==> src/hdl/fec_pkg.sv <==
// shared constants and carriers for the flash command interpreter
package fec_pkg;
  localparam logic [7:0] OP_ERASE_B0   = 8'hc7;
  localparam logic [7:0] OP_ERASE_B1   = 8'h94;
  localparam logic [7:0] OP_ERASE_B2   = 8'h80;
  localparam logic [7:0] OP_ERASE_B3   = 8'h9a;
  localparam logic [7:0] OP_PROT_B0    = 8'h3d;
  localparam logic [7:0] OP_PROT_B1    = 8'h2a;
  localparam logic [7:0] OP_PROT_B2    = 8'h7f;
  localparam logic [7:0] OP_PROT_EN    = 8'ha9;
  localparam logic [7:0] OP_PROT_DIS   = 8'h9a;
  localparam logic [7:0] OP_RMW        = 8'h58;
  localparam logic [7:0] SECT_PROT_VAL = 8'hff;
  localparam int         NUM_SECT      = 8;
  localparam int         PAGE_BITS     = 10;
  localparam int         CLK_HZ        = 25_000_000;
  localparam int         ERASE_TIME_US = 1000;
  localparam int         PROG_TIME_US  = 100;
  localparam int         ERASE_CYC     = ERASE_TIME_US * (CLK_HZ / 1_000_000);
  localparam int         PROG_CYC      = PROG_TIME_US * (CLK_HZ / 1_000_000);

  typedef enum logic [1:0] {
    FEC_OP_ERASE   = 2'h0,
    FEC_OP_RMW     = 2'h1,
    FEC_OP_REWRITE = 2'h2
  } fec_op_t;

  // job handed to the array sequencer
  typedef struct packed {
    fec_op_t              op;
    logic [PAGE_BITS-1:0] page;
    logic [8:0]           start;
    logic [8:0]           count;
  } fec_job_t;

  typedef struct packed {
    logic ready;
    logic prog_error;
    logic prot_enabled;
  } fec_status_t;
endpackage

==> src/hdl/fec_sync.sv <==
// two-flop synchroniser with edge outputs
`timescale 1ns/10ps
`default_nettype none
module fec_sync #(
  parameter logic RST_VAL = 1'b0
) (
  input  wire logic clk_sys,
  input  wire logic nrst,
  input  wire logic din,
  output logic      dout,
  output logic      rise,
  output logic      fall
);
  logic meta_reg;
  logic sync_reg;
  logic last_reg;

  always_ff @(posedge clk_sys or negedge nrst) begin
    if (!nrst) begin
      meta_reg <= RST_VAL;
      sync_reg <= RST_VAL;
      last_reg <= RST_VAL;
    end else begin
      meta_reg <= din;
      sync_reg <= meta_reg;
      last_reg <= sync_reg;
    end
  end

  assign dout = sync_reg;
  assign rise = sync_reg & ~last_reg;
  assign fall = ~sync_reg & last_reg;
endmodule
`default_nettype wire

==> src/hdl/fec_top.sv <==
// serial command interpreter: chip erase, read-modify-write, software protection
// Function
// - chip erase needs exactly bytes c7 94 80 9a, no address bytes.
// - bytes after the chip erase opcode are discarded until select rises.
// - chip erase starts only on select rising after the final opcode bit.
// - busy is shown for the whole self-timed chip erase.
// - chip erase skips protected or locked sectors.
// - write-protect pin asserted during erase takes effect after erase ends.
// - an erase failure during chip erase sets the error flag.
// - 264-byte mode: 58, five dummy, ten page, nine byte bits.
// - 256-byte mode: 58, six dummy, ten page, eight byte bits.
// - one to a page of data bytes enter buffer, pointer wraps.
// - select rising after data starts rmw, only received bytes reprogrammed.
// - select rising off a byte boundary aborts rmw, nothing programmed.
// - busy during rmw; failing byte sets the error flag.
// - rmw opcode and address with no data performs page rewrite.
// - software protection is cleared at every power-up.
// - unconnected write-protect pin reads deasserted via pull-up.
// - bytes 3d 2a 7f a9 then select rising enable protection.
// - bytes 3d 2a 7f 9a then select rising disable protection.
// - with protection on, program and erase of selected sectors refused.
// - status reports protection enabled, by software or by pin.
// - protection byte of all ones selects its sector for protection.
// - disable sequence ignored while write-protect pin asserted.
`timescale 1ns/10ps
`default_nettype none
module fec_top
  import fec_pkg::*;
#(
  parameter int ERASE_CYCLES = fec_pkg::ERASE_CYC,
  parameter int PROG_CYCLES  = fec_pkg::PROG_CYC
) (
  input  wire logic                  clk_sys,
  input  wire logic                  nrst,
  input  wire logic                  cs_n,
  input  wire logic                  sck,
  input  wire logic                  si,
  input  wire logic                  wp_n,
  input  wire logic                  page_264,
  input  wire logic [NUM_SECT*8-1:0] prot_bytes,
  input  wire logic                  lock_any,
  input  wire logic                  array_fail,
  output fec_pkg::fec_status_t       status,
  output fec_pkg::fec_job_t          job,
  output logic                       job_start,
  output logic                       buf_we,
  output logic [8:0]                 buf_addr,
  output logic [7:0]                 buf_data
);
  import fec_pkg::*;

  typedef enum logic [4:0] {
    ST_OP    = 5'b00001,
    ST_SEQ   = 5'b00010,
    ST_ADDR  = 5'b00100,
    ST_DATA  = 5'b01000,
    ST_SKIP  = 5'b10000
  } fec_state_t;

  logic cs_s, cs_rise, cs_fall, sck_rise, si_s;
  // wp_n is assumed pulled high outside when left open
  logic wp_s;

  fec_sync #(.RST_VAL(1'b1)) u_cs (.clk_sys(clk_sys), .nrst(nrst), .din(cs_n),
    .dout(cs_s), .rise(cs_rise), .fall(cs_fall));
  fec_sync #(.RST_VAL(1'b0)) u_sck (.clk_sys(clk_sys), .nrst(nrst), .din(sck),
    .dout(), .rise(sck_rise), .fall());
  fec_sync #(.RST_VAL(1'b0)) u_si (.clk_sys(clk_sys), .nrst(nrst), .din(si),
    .dout(si_s), .rise(), .fall());
  fec_sync #(.RST_VAL(1'b1)) u_wp (.clk_sys(clk_sys), .nrst(nrst), .din(wp_n),
    .dout(wp_s), .rise(), .fall());

  // si is two stages behind like sck, so sampling stays aligned
  fec_state_t  state_reg;
  logic [7:0]  shift_reg;
  logic [2:0]  bit_reg;
  logic [1:0]  idx_reg;
  logic [1:0]  seq_reg;   // 1 chip erase, 2 protect family
  logic [7:0]  last_op_reg;
  logic [23:0] addr_reg;
  logic [8:0]  ptr_reg;
  logic [8:0]  cnt_reg;
  logic        have_data_reg;
  logic [7:0]  byte_next;
  logic        byte_done;

  assign byte_next = {shift_reg[6:0], si_s};
  assign byte_done = sck_rise && !cs_s && bit_reg == 3'h7;

  logic [8:0] page_size;
  assign page_size = page_264 ? 9'h108 : 9'h100;

  logic busy_reg;
  logic [31:0] tmr_reg;
  logic sw_prot_reg;
  logic err_reg;
  logic hw_prot_reg;

  // byte assembly
  always_ff @(posedge clk_sys or negedge nrst) begin
    if (!nrst) begin
      shift_reg <= 8'h00;
      bit_reg   <= 3'h0;
    end else if (cs_s || cs_fall) begin
      bit_reg <= 3'h0;
    end else if (sck_rise) begin
      shift_reg <= byte_next;
      bit_reg   <= bit_reg + 3'h1;
    end
  end

  logic seq_ok;
  always_comb begin
    seq_ok = 1'b0;
    case (idx_reg)
      2'h1: seq_ok = seq_reg == 2'h1 ? byte_next == OP_ERASE_B1 : byte_next == OP_PROT_B1;
      2'h2: seq_ok = seq_reg == 2'h1 ? byte_next == OP_ERASE_B2 : byte_next == OP_PROT_B2;
      2'h3: seq_ok = seq_reg == 2'h1 ? byte_next == OP_ERASE_B3 :
                     (byte_next == OP_PROT_EN || byte_next == OP_PROT_DIS);
      default: seq_ok = 1'b0;
    endcase
  end

  // command decode
  always_ff @(posedge clk_sys or negedge nrst) begin
    if (!nrst) begin
      state_reg     <= ST_OP;
      idx_reg       <= 2'h0;
      seq_reg       <= 2'h0;
      last_op_reg   <= 8'h00;
      addr_reg      <= 24'h000000;
      ptr_reg       <= 9'h000;
      cnt_reg       <= 9'h000;
      have_data_reg <= 1'b0;
    end else if (cs_s) begin
      state_reg     <= ST_OP;
      idx_reg       <= 2'h0;
      seq_reg       <= 2'h0;
      have_data_reg <= 1'b0;
    end else if (byte_done && !busy_reg) begin
      case (state_reg)
        ST_OP: begin
          if (byte_next == OP_ERASE_B0) begin
            state_reg <= ST_SEQ;
            seq_reg   <= 2'h1;
            idx_reg   <= 2'h1;
          end else if (byte_next == OP_PROT_B0) begin
            state_reg <= ST_SEQ;
            seq_reg   <= 2'h2;
            idx_reg   <= 2'h1;
          end else if (byte_next == OP_RMW) begin
            state_reg <= ST_ADDR;
            idx_reg   <= 2'h0;
          end else begin
            state_reg <= ST_SKIP;
          end
        end
        ST_SEQ: begin
          if (seq_ok) begin
            idx_reg <= idx_reg + 2'h1;
            if (idx_reg == 2'h3) begin
              last_op_reg <= byte_next;
              state_reg   <= ST_SKIP; // trailing bytes dropped
            end
          end else begin
            seq_reg   <= 2'h0;
            state_reg <= ST_SKIP;
          end
        end
        ST_ADDR: begin
          addr_reg <= {addr_reg[15:0], byte_next};
          idx_reg  <= idx_reg + 2'h1;
          if (idx_reg == 2'h2) begin
            state_reg <= ST_DATA;
            cnt_reg   <= 9'h000;
            // start byte: nine bits in 264 mode, eight in 256 mode
            ptr_reg   <= page_264 ? {addr_reg[0], byte_next} : {1'b0, byte_next};
          end
        end
        ST_DATA: begin
          have_data_reg <= 1'b1;
          if (cnt_reg != page_size)
            cnt_reg <= cnt_reg + 9'h001;
          ptr_reg <= (ptr_reg + 9'h001 >= page_size) ? 9'h000 : ptr_reg + 9'h001;
        end
        default: state_reg <= ST_SKIP;
      endcase
    end
  end

  // buffer write port
  always_ff @(posedge clk_sys or negedge nrst) begin
    if (!nrst) begin
      buf_we   <= 1'b0;
      buf_addr <= 9'h000;
      buf_data <= 8'h00;
    end else begin
      buf_we <= byte_done && !busy_reg && state_reg == ST_DATA;
      if (byte_done) begin
        buf_addr <= ptr_reg;
        buf_data <= byte_next;
      end
    end
  end

  // commands only complete on select rising with a whole byte count
  logic cmd_end, erase_go, prot_on_go, prot_off_go, rmw_go;
  assign cmd_end     = cs_rise && !busy_reg && bit_reg == 3'h0;
  assign erase_go    = cmd_end && seq_reg == 2'h1 && idx_reg == 2'h0 &&
                       last_op_reg == OP_ERASE_B3 && state_reg == ST_SKIP;
  assign prot_on_go  = cmd_end && seq_reg == 2'h2 && idx_reg == 2'h0 &&
                       last_op_reg == OP_PROT_EN && state_reg == ST_SKIP;
  assign prot_off_go = cmd_end && seq_reg == 2'h2 && idx_reg == 2'h0 &&
                       last_op_reg == OP_PROT_DIS && state_reg == ST_SKIP && wp_s;
  assign rmw_go      = cmd_end && state_reg == ST_DATA;

  // page of the pending rmw, in either address layout
  logic [PAGE_BITS-1:0] rmw_page;
  assign rmw_page = page_264 ? addr_reg[18:9] : addr_reg[17:8];
  logic [2:0] rmw_sect;
  assign rmw_sect = rmw_page[9:7];
  logic prot_active;
  assign prot_active = sw_prot_reg || hw_prot_reg;
  logic page_locked;
  assign page_locked = prot_active &&
                       prot_bytes[rmw_sect*8 +: 8] == SECT_PROT_VAL;

  // per-sector skip map handed to the sequencer with a chip erase
  logic [NUM_SECT-1:0] skip_mask;
  for (genvar k = 0; k < NUM_SECT; k++) begin : g_skip
    assign skip_mask[k] = prot_active && prot_bytes[k*8 +: 8] == SECT_PROT_VAL;
  end

  // self-timed operation sequencing
  always_ff @(posedge clk_sys or negedge nrst) begin
    if (!nrst) begin
      busy_reg  <= 1'b0;
      tmr_reg   <= 32'h0;
      job_start <= 1'b0;
      job       <= '0;
    end else begin
      job_start <= 1'b0;
      if (busy_reg) begin
        if (tmr_reg != 32'h0)
          tmr_reg <= tmr_reg - 32'h1;
        else
          busy_reg <= 1'b0;
      end else if (erase_go) begin
        busy_reg  <= 1'b1;
        tmr_reg   <= 32'(ERASE_CYCLES - 1);
        job_start <= 1'b1;
        // start carries the sectors to leave alone, count bit 0 the lockdown flag
        job       <= '{op: FEC_OP_ERASE, page: '0,
                       start: {1'b0, skip_mask}, count: {8'h00, lock_any}};
      end else if (rmw_go && !page_locked) begin
        busy_reg  <= 1'b1;
        tmr_reg   <= 32'(PROG_CYCLES - 1);
        job_start <= 1'b1;
        job       <= '{op: have_data_reg ? FEC_OP_RMW : FEC_OP_REWRITE,
                       page: rmw_page,
                       start: page_264 ? addr_reg[8:0] : {1'b0, addr_reg[7:0]},
                       count: cnt_reg};
      end
    end
  end

  // error flag: result of the last self-timed operation
  always_ff @(posedge clk_sys or negedge nrst) begin
    if (!nrst)
      err_reg <= 1'b0;
    else if (busy_reg && array_fail)
      err_reg <= 1'b1; // set wins, so a failure in the start cycle is not lost
    else if (job_start)
      err_reg <= 1'b0;
  end

  // software protection, cleared by reset at power-up
  always_ff @(posedge clk_sys or negedge nrst) begin
    if (!nrst)
      sw_prot_reg <= 1'b0;
    else if (prot_on_go)
      sw_prot_reg <= 1'b1;
    else if (prot_off_go)
      sw_prot_reg <= 1'b0;
  end

  // pin protection follows wp only while idle
  always_ff @(posedge clk_sys or negedge nrst) begin
    if (!nrst)
      hw_prot_reg <= 1'b0;
    else if (!busy_reg)
      hw_prot_reg <= !wp_s;
  end

  always_ff @(posedge clk_sys or negedge nrst) begin
    if (!nrst)
      status <= '{ready: 1'b1, prog_error: 1'b0, prot_enabled: 1'b0};
    else
      status <= '{ready: !busy_reg, prog_error: err_reg, prot_enabled: prot_active};
  end
endmodule
`default_nettype wire

==> config.mk <==
export PLATFORM = sky130hd
export DESIGN_NAME = fec_top
export DESIGN_NICKNAME = d
export VERILOG_FILES = /design/src/hdl/fec_pkg.sv /design/src/hdl/fec_sync.sv /design/src/hdl/fec_top.sv
export SDC_FILE = /design/constraint.sdc
export NUM_CORES = 1
export LEC_CHECK = 0
export BUFFER_PORTS_ARGS = -buffer_cell sky130_fd_sc_hd__buf_2
export CAP_MARGIN = 20
export CORE_ASPECT_RATIO = 0.7
export CORE_MARGIN = 4
export CORE_UTILIZATION = 52
export DETAILED_ROUTE_END_ITERATION = 6
export PLACE_DENSITY_LB_ADDON = 0.12
export SLEW_MARGIN = 30
export SYNTH_ARGS = -nofsm -noshare
export SYNTH_HDL_FRONTEND = slang
export SYNTH_HIERARCHICAL = 1
export SYNTH_SLANG_ARGS = --single-unit
==> constraint.sdc <==
create_clock -name clk_sys -period 2.6 [get_ports clk_sys]
set_input_delay 0.39 -clock clk_sys [delete_from_list [all_inputs] [get_ports clk_sys]]
set_output_delay 0.39 -clock clk_sys [all_outputs]
set_load 0.02 [all_outputs]
## After elaboration in Yosys (flattened, before gate mapping)

Index checks and enable logic that the tools add are counted.

| operators by class | value |
|---|---|
| add/sub/neg operators | 5 |
| $lt $le $gt $ge | 1 |
| equality and inequality tests | 42 |
| shift operators | 1 |
| muxes and demuxes | 57 |
| bitwise operators | 8 |
| reductions and logical operators | 60 |

Operator list:

| kind | count |
|---|---|
| 8-bit == test (second input constant) | 16 |
| 32-bit 2-to-1 mux | 4 |
| 64-bit by 7-bit indexed part select with 8-bit output | 1 |
| 30-bit 2-to-1 mux | 2 |
| 9-bit 2-to-1 mux | 6 |
| 5-bit 2-to-1 mux | 8 |
| 9-bit case mux with 2 select lines | 2 |
| 32-bit nonzero test | 1 |
| 32-bit by 1-bit subtractor with 32-bit output (second input constant) | 1 |
| 1-bit logical AND | 29 |
| 2-bit 2-to-1 mux | 12 |
| 5-bit case mux with 4 select lines | 1 |
| 9-bit by 1-bit adder with 9-bit output (second input constant) | 2 |
| 8-bit by 6-bit == test with 1-bit output (second input constant) | 2 |
| 8-bit by 7-bit == test with 1-bit output (second input constant) | 2 |
| 4-bit AND reduction | 4 |
| 1-bit 2-to-1 mux | 15 |
| 2-bit nonzero test | 7 |
| 10-bit 2-to-1 mux | 1 |
| 5-bit AND reduction | 2 |
| 9-bit greater-or-equal comparator | 1 |
| 3-bit by 2-bit inequality test with 1-bit output (second input constant) | 3 |
| 9-bit inequality test | 1 |
| 4-bit by 3-bit inequality test with 1-bit output (second input constant) | 2 |
| 28 further kinds | 49 |

| storage, ports and cells | value |
|---|---|
| register bits after elaboration | 163 |
| bits of input ports | 73 |
| logic and storage cells | 210 |

## Logic depth before layout (Yosys ltp)

| logic depth | value |
|---|---|
| depth in word-level cells | 11 |
| gate-level depth with buffers | 11 |
| mapped depth without buffers | 9 |

## Modules after synthesis

The synthesis kept the hierarchy.

By module, submodules not included:

| module | times used | cells an instance | area an instance (µm²) | sequential area each (µm²) |
|---|---|---|---|---|
| fec_top | 1 | 815 | 7927.6 | 3831.2 |
| fec_sync at u_cs ... | 2 | 5 | 93.8 | 78.8 |
| fec_sync at u_sck ... | 2 | 5 | 90.1 | 75.1 |

## Worst setup path before layout

OpenSTA, ideal clock, no wires.

| path | value |
|---|---|
| path type | register to register |
| from | reg u_si.sync_reg, in the netlist u_si/dout |
| to | reg last_op_reg[0] |
| library setup time | 0.125 ns |
| arrival time | 2.512 ns |
| required time | 2.475 ns |
| setup slack | -0.037 ns |
| stages on the path, launching flop included | 8 |
| path buffers | 1 |
| cell sequence | dfrtp_1 or4b_1 or4_1 o21ai_2 a41oi_2 or4_1 buf_6 mux2_4 |

| on the way | value |
|---|---|
| longest elaborated chain between the ends | 5 |

RTL lines:

| item | line | RTL |
|---|---|---|
| start, declared | fec_sync.sv:15 | `logic sync_reg;` |
| start signal, assigned | fec_sync.sv:25 | `sync_reg <= meta_reg;` |
| 8-bit == test (on tied branches) | fec_top.sv:119, fec_top.sv:118 |  |
| 1-bit logical OR | fec_top.sv:119 | `(byte_next == OP_PROT_EN \|\| byte_next == OP_PROT_DIS);` |
| 1-bit 2-to-1 mux | fec_top.sv:118 | `2'h3: seq_ok = seq_reg == 2'h1 ? byte_next == OP_ERASE_B3 :` |
| 1-bit case mux with 3 select lines | fec_top.sv:115 | `case (idx_reg)` |
| 5-bit AND reduction (no source line) | - |  |
| end signal, assigned | fec_top.sv:162 | `last_op_reg <= byte_next;` |
| end, declared | fec_top.sv:79 | `logic [7:0] last_op_reg;` |

Parallel ways exist; a longest one is shown, timed or not.
A chain may end at the register's enable or synchronous reset.

## Worst setup path in the final report

| path | value |
|---|---|
| from | reg shift_reg[4] |
| to | reg last_op_reg[4] |

| on the way | value |
|---|---|
| longest elaborated chain between the ends | 5 |

RTL lines:

| item | line | RTL |
|---|---|---|
| start, declared | fec_top.sv:75 | `logic [7:0] shift_reg;` |
| start signal, assigned | fec_top.sv:107 | `shift_reg <= byte_next;` |
| 8-bit == test (on tied branches) | fec_top.sv:119, fec_top.sv:118 |  |
| 1-bit logical OR | fec_top.sv:119 |  |
| 1-bit 2-to-1 mux | fec_top.sv:118 |  |
| 1-bit case mux with 3 select lines * | fec_top.sv:115 |  |
| 5-bit AND reduction (no source line) * | - |  |

Every way passes the cells marked *; elsewhere a longest branch is shown, timed or not.

==> reports/results.ini <==
[drt]
drt.antenna.violating_nets = 0
routed_via_density = 5.94
vias = 7242
drc_errors = 0
initialDrtViolationCount = 652
dr.pass1.iters = 5
wl_per_cell_um = 18.5
routed_wl_mm = 22.6

[setup_path]
cp-startpoint = shift_reg[4]$_DFFE_PN0P_
path_buf_inv = 1
crit_arrival_ns = 2.87
cp_top_family = simple AND/OR/NAND/NOR gates
crit_fanout = 8
worstSetupEndpointType = register
r2r-end = last_op_reg[4]$_DFFE_PN0P_
worstSetupPathType = reg -> reg
start_kind = register
cpPeakStageDelay_ns = 0.50
critPathSlowestCell = or4b_1
r2r_cells = 7
critical_path_required_ns = 2.91
cp_num_cells = 7
reg2reg_slack_ns = 0.04
regToRegStartpoint = shift_reg[4]$_DFFE_PN0P_
crit_chain = or4b_1 -> or4_1 -> o21ai_2 -> a41oi_2 -> or4_4 -> buf_8 -> mux2_4

[sta]
max_slew.worst_pin.slew_ns = 0.647
fmax_mhz = 391
worst_slack_ns = 0.0413
grt_setup_unrepaired = true
whs_ns = 0.0508
period_needed_ns = 2.56
maxSlewHeadroom_pct = 56.7
setup_viol = 0
clock_skew_ns = 0.00992
maxSlewViolCount = 0
hold_viol = 0
period_share_pct = 98.4

[finish]
instances_no_fill = 1220
largest_reg_flops = 32
drive_above_1_share_pct = 30.8
post-route-cell-area_mm2 = 0.0103
area_growth_syn_to_layout_pct = 25.1
nNetsFinal = 1095
antenna_cells = 0
fin_util_pct = 66.2

[clock_network]
clock-sinks = 163
root_buffer = clkbuf_16
h-tree-depth = 4
insertion_delay_ns = 0.43
numCtsBuffers = 17
cts_tree = yes
clockBufferDepth = 2
cts.clk_slew.worst_paths_ns = 0.07

[global_routing]
grt_max_degree = 58
grt_pass1_wl_mm = 36.5
grt.total_usage_pct = 25.8
grt-ovfl-total = 0
antenna_found_initial = 0
top_usage_layer = met2
first_global_vias = 7177
grt_util_met3_pct = 4.78
grt_util_met1_pct = 37.7
grtUsageMet2_pct = 39.4

[floorplan]
ios = 125
placementRows = 38
coreArea_mm2 = 0.0155
die-height_um = 113
die_area_mm2 = 0.0179
die_w_um = 158
start_util_pct = 52.9

[flow_run]
cap_violations = 0

[min_path]
min-delay-start = cs_n
hold-path-endpoint = u_cs/meta_reg$_DFF_PN1_
hold_depth = 1
hold_class = in -> reg

[power_and_ir_drop]
vdd_ir_drop_max_mv = 0.555
p_leak_nw = 4.78
power-per-cell-area_mw_per_mm2 = 569

[placement]
dpl_worst_slack_ns = -0.00966
hpwl_mm = 16.5
port_buffers = 124
dp_cells = 1179
gp_congestion = 0.889
dpl_cell_area_mm2 = 0.00948

[synth]
syn_area_mm2 = 0.00821
avgSynthCellArea_um2 = 9.91
yosysWarnings = 6
syn_inst = 828
syn_nets = 916

[status]
outcome = complete, no violations

power breakdown:
part	internal [mW]	switching (mW)	total [mW]
Clock	1.65	1.08	2.72
Combinational	0.188	0.272	0.460
Sequential	2.59	0.0673	2.65
Total	4.42	1.42	5.84
metal layers:
| metal | routed length (um) | vias up |
|---|---|---|
| met5 | 0 | - |
| met4 | 429 | 0 |
| met3 | 1510 | 41 |
| met2 | 10300 | 286 |
| met1 | 10400 | 3552 |
| li1 | - | 3363 |
repair_timing:
item | in CTS | in global routing
setup endpoints to repair | 9 | 37
gates cloned | 0 | 0
setup buffers | 2 | 6
hold endpoints to repair | 52 | 0
gates resized for setup | 4 | 13
hold buffers | 1 | 0
pin swaps | 3 | 6
final cells by class:
type	count	area (um2)
clock buffer	18	439
multi-input combinational	602	3940
clock inverter	14	201
inverter	20	75.1
sequential	163	4090
tap	200	250
fill	1218	5230
timing repair buffer	203	1280
worst max path at each step:
stage                                       endpoint  slack, ns
after detailed placement  last_op_reg[4]$_DFFE_PN0P_      -0.01
after floorplan              tmr_reg[20]$_DFFE_PN0P_       0.01
final                     last_op_reg[4]$_DFFE_PN0P_       0.04
after global routing      last_op_reg[4]$_DFFE_PN0P_      -0.03
after global placement    last_op_reg[7]$_DFFE_PN0P_      -0.01
after CTS                 last_op_reg[4]$_DFFE_PN0P_      0.004
stage by stage:
| stage | power, mW | TNS (ns) |
|---|---|---|
| floorplan | 2.88 | 0 |
| global placement | 3.14 | -0.0934 |
| detailed placement | 3.15 | -0.0159 |
| CTS | 5.87 | 0 |
| global route | 6.05 | -0.220 |
| finish | 5.84 | 0 |
cells in the final DEF (no fill, tap or decap), types with 5 or more instances in the layout:
cell type	count
xnor2_1	6
mux2_4	7
nand3_1	36
nor2_1	58
or4_1	6
o41ai_1	5
nor3_1	46
a21oi_1	29
o31ai_1	6
inv_1	20
mux2_2	42
ha_1	14
nor3b_1	6
nand2b_1	11
or3_1	6
nor2b_1	7
mux2i_1	22
dfstp_2	7
dfrtp_1	156
buf_4	73
xor2_1	7
o21ai_0	84
and3_1	8
buf_2	123
nand4_1	23
a31oi_1	7
o211ai_1	7
nand2_1	79
clkbuf_16	17
Power figures use the tool's default switching activity.
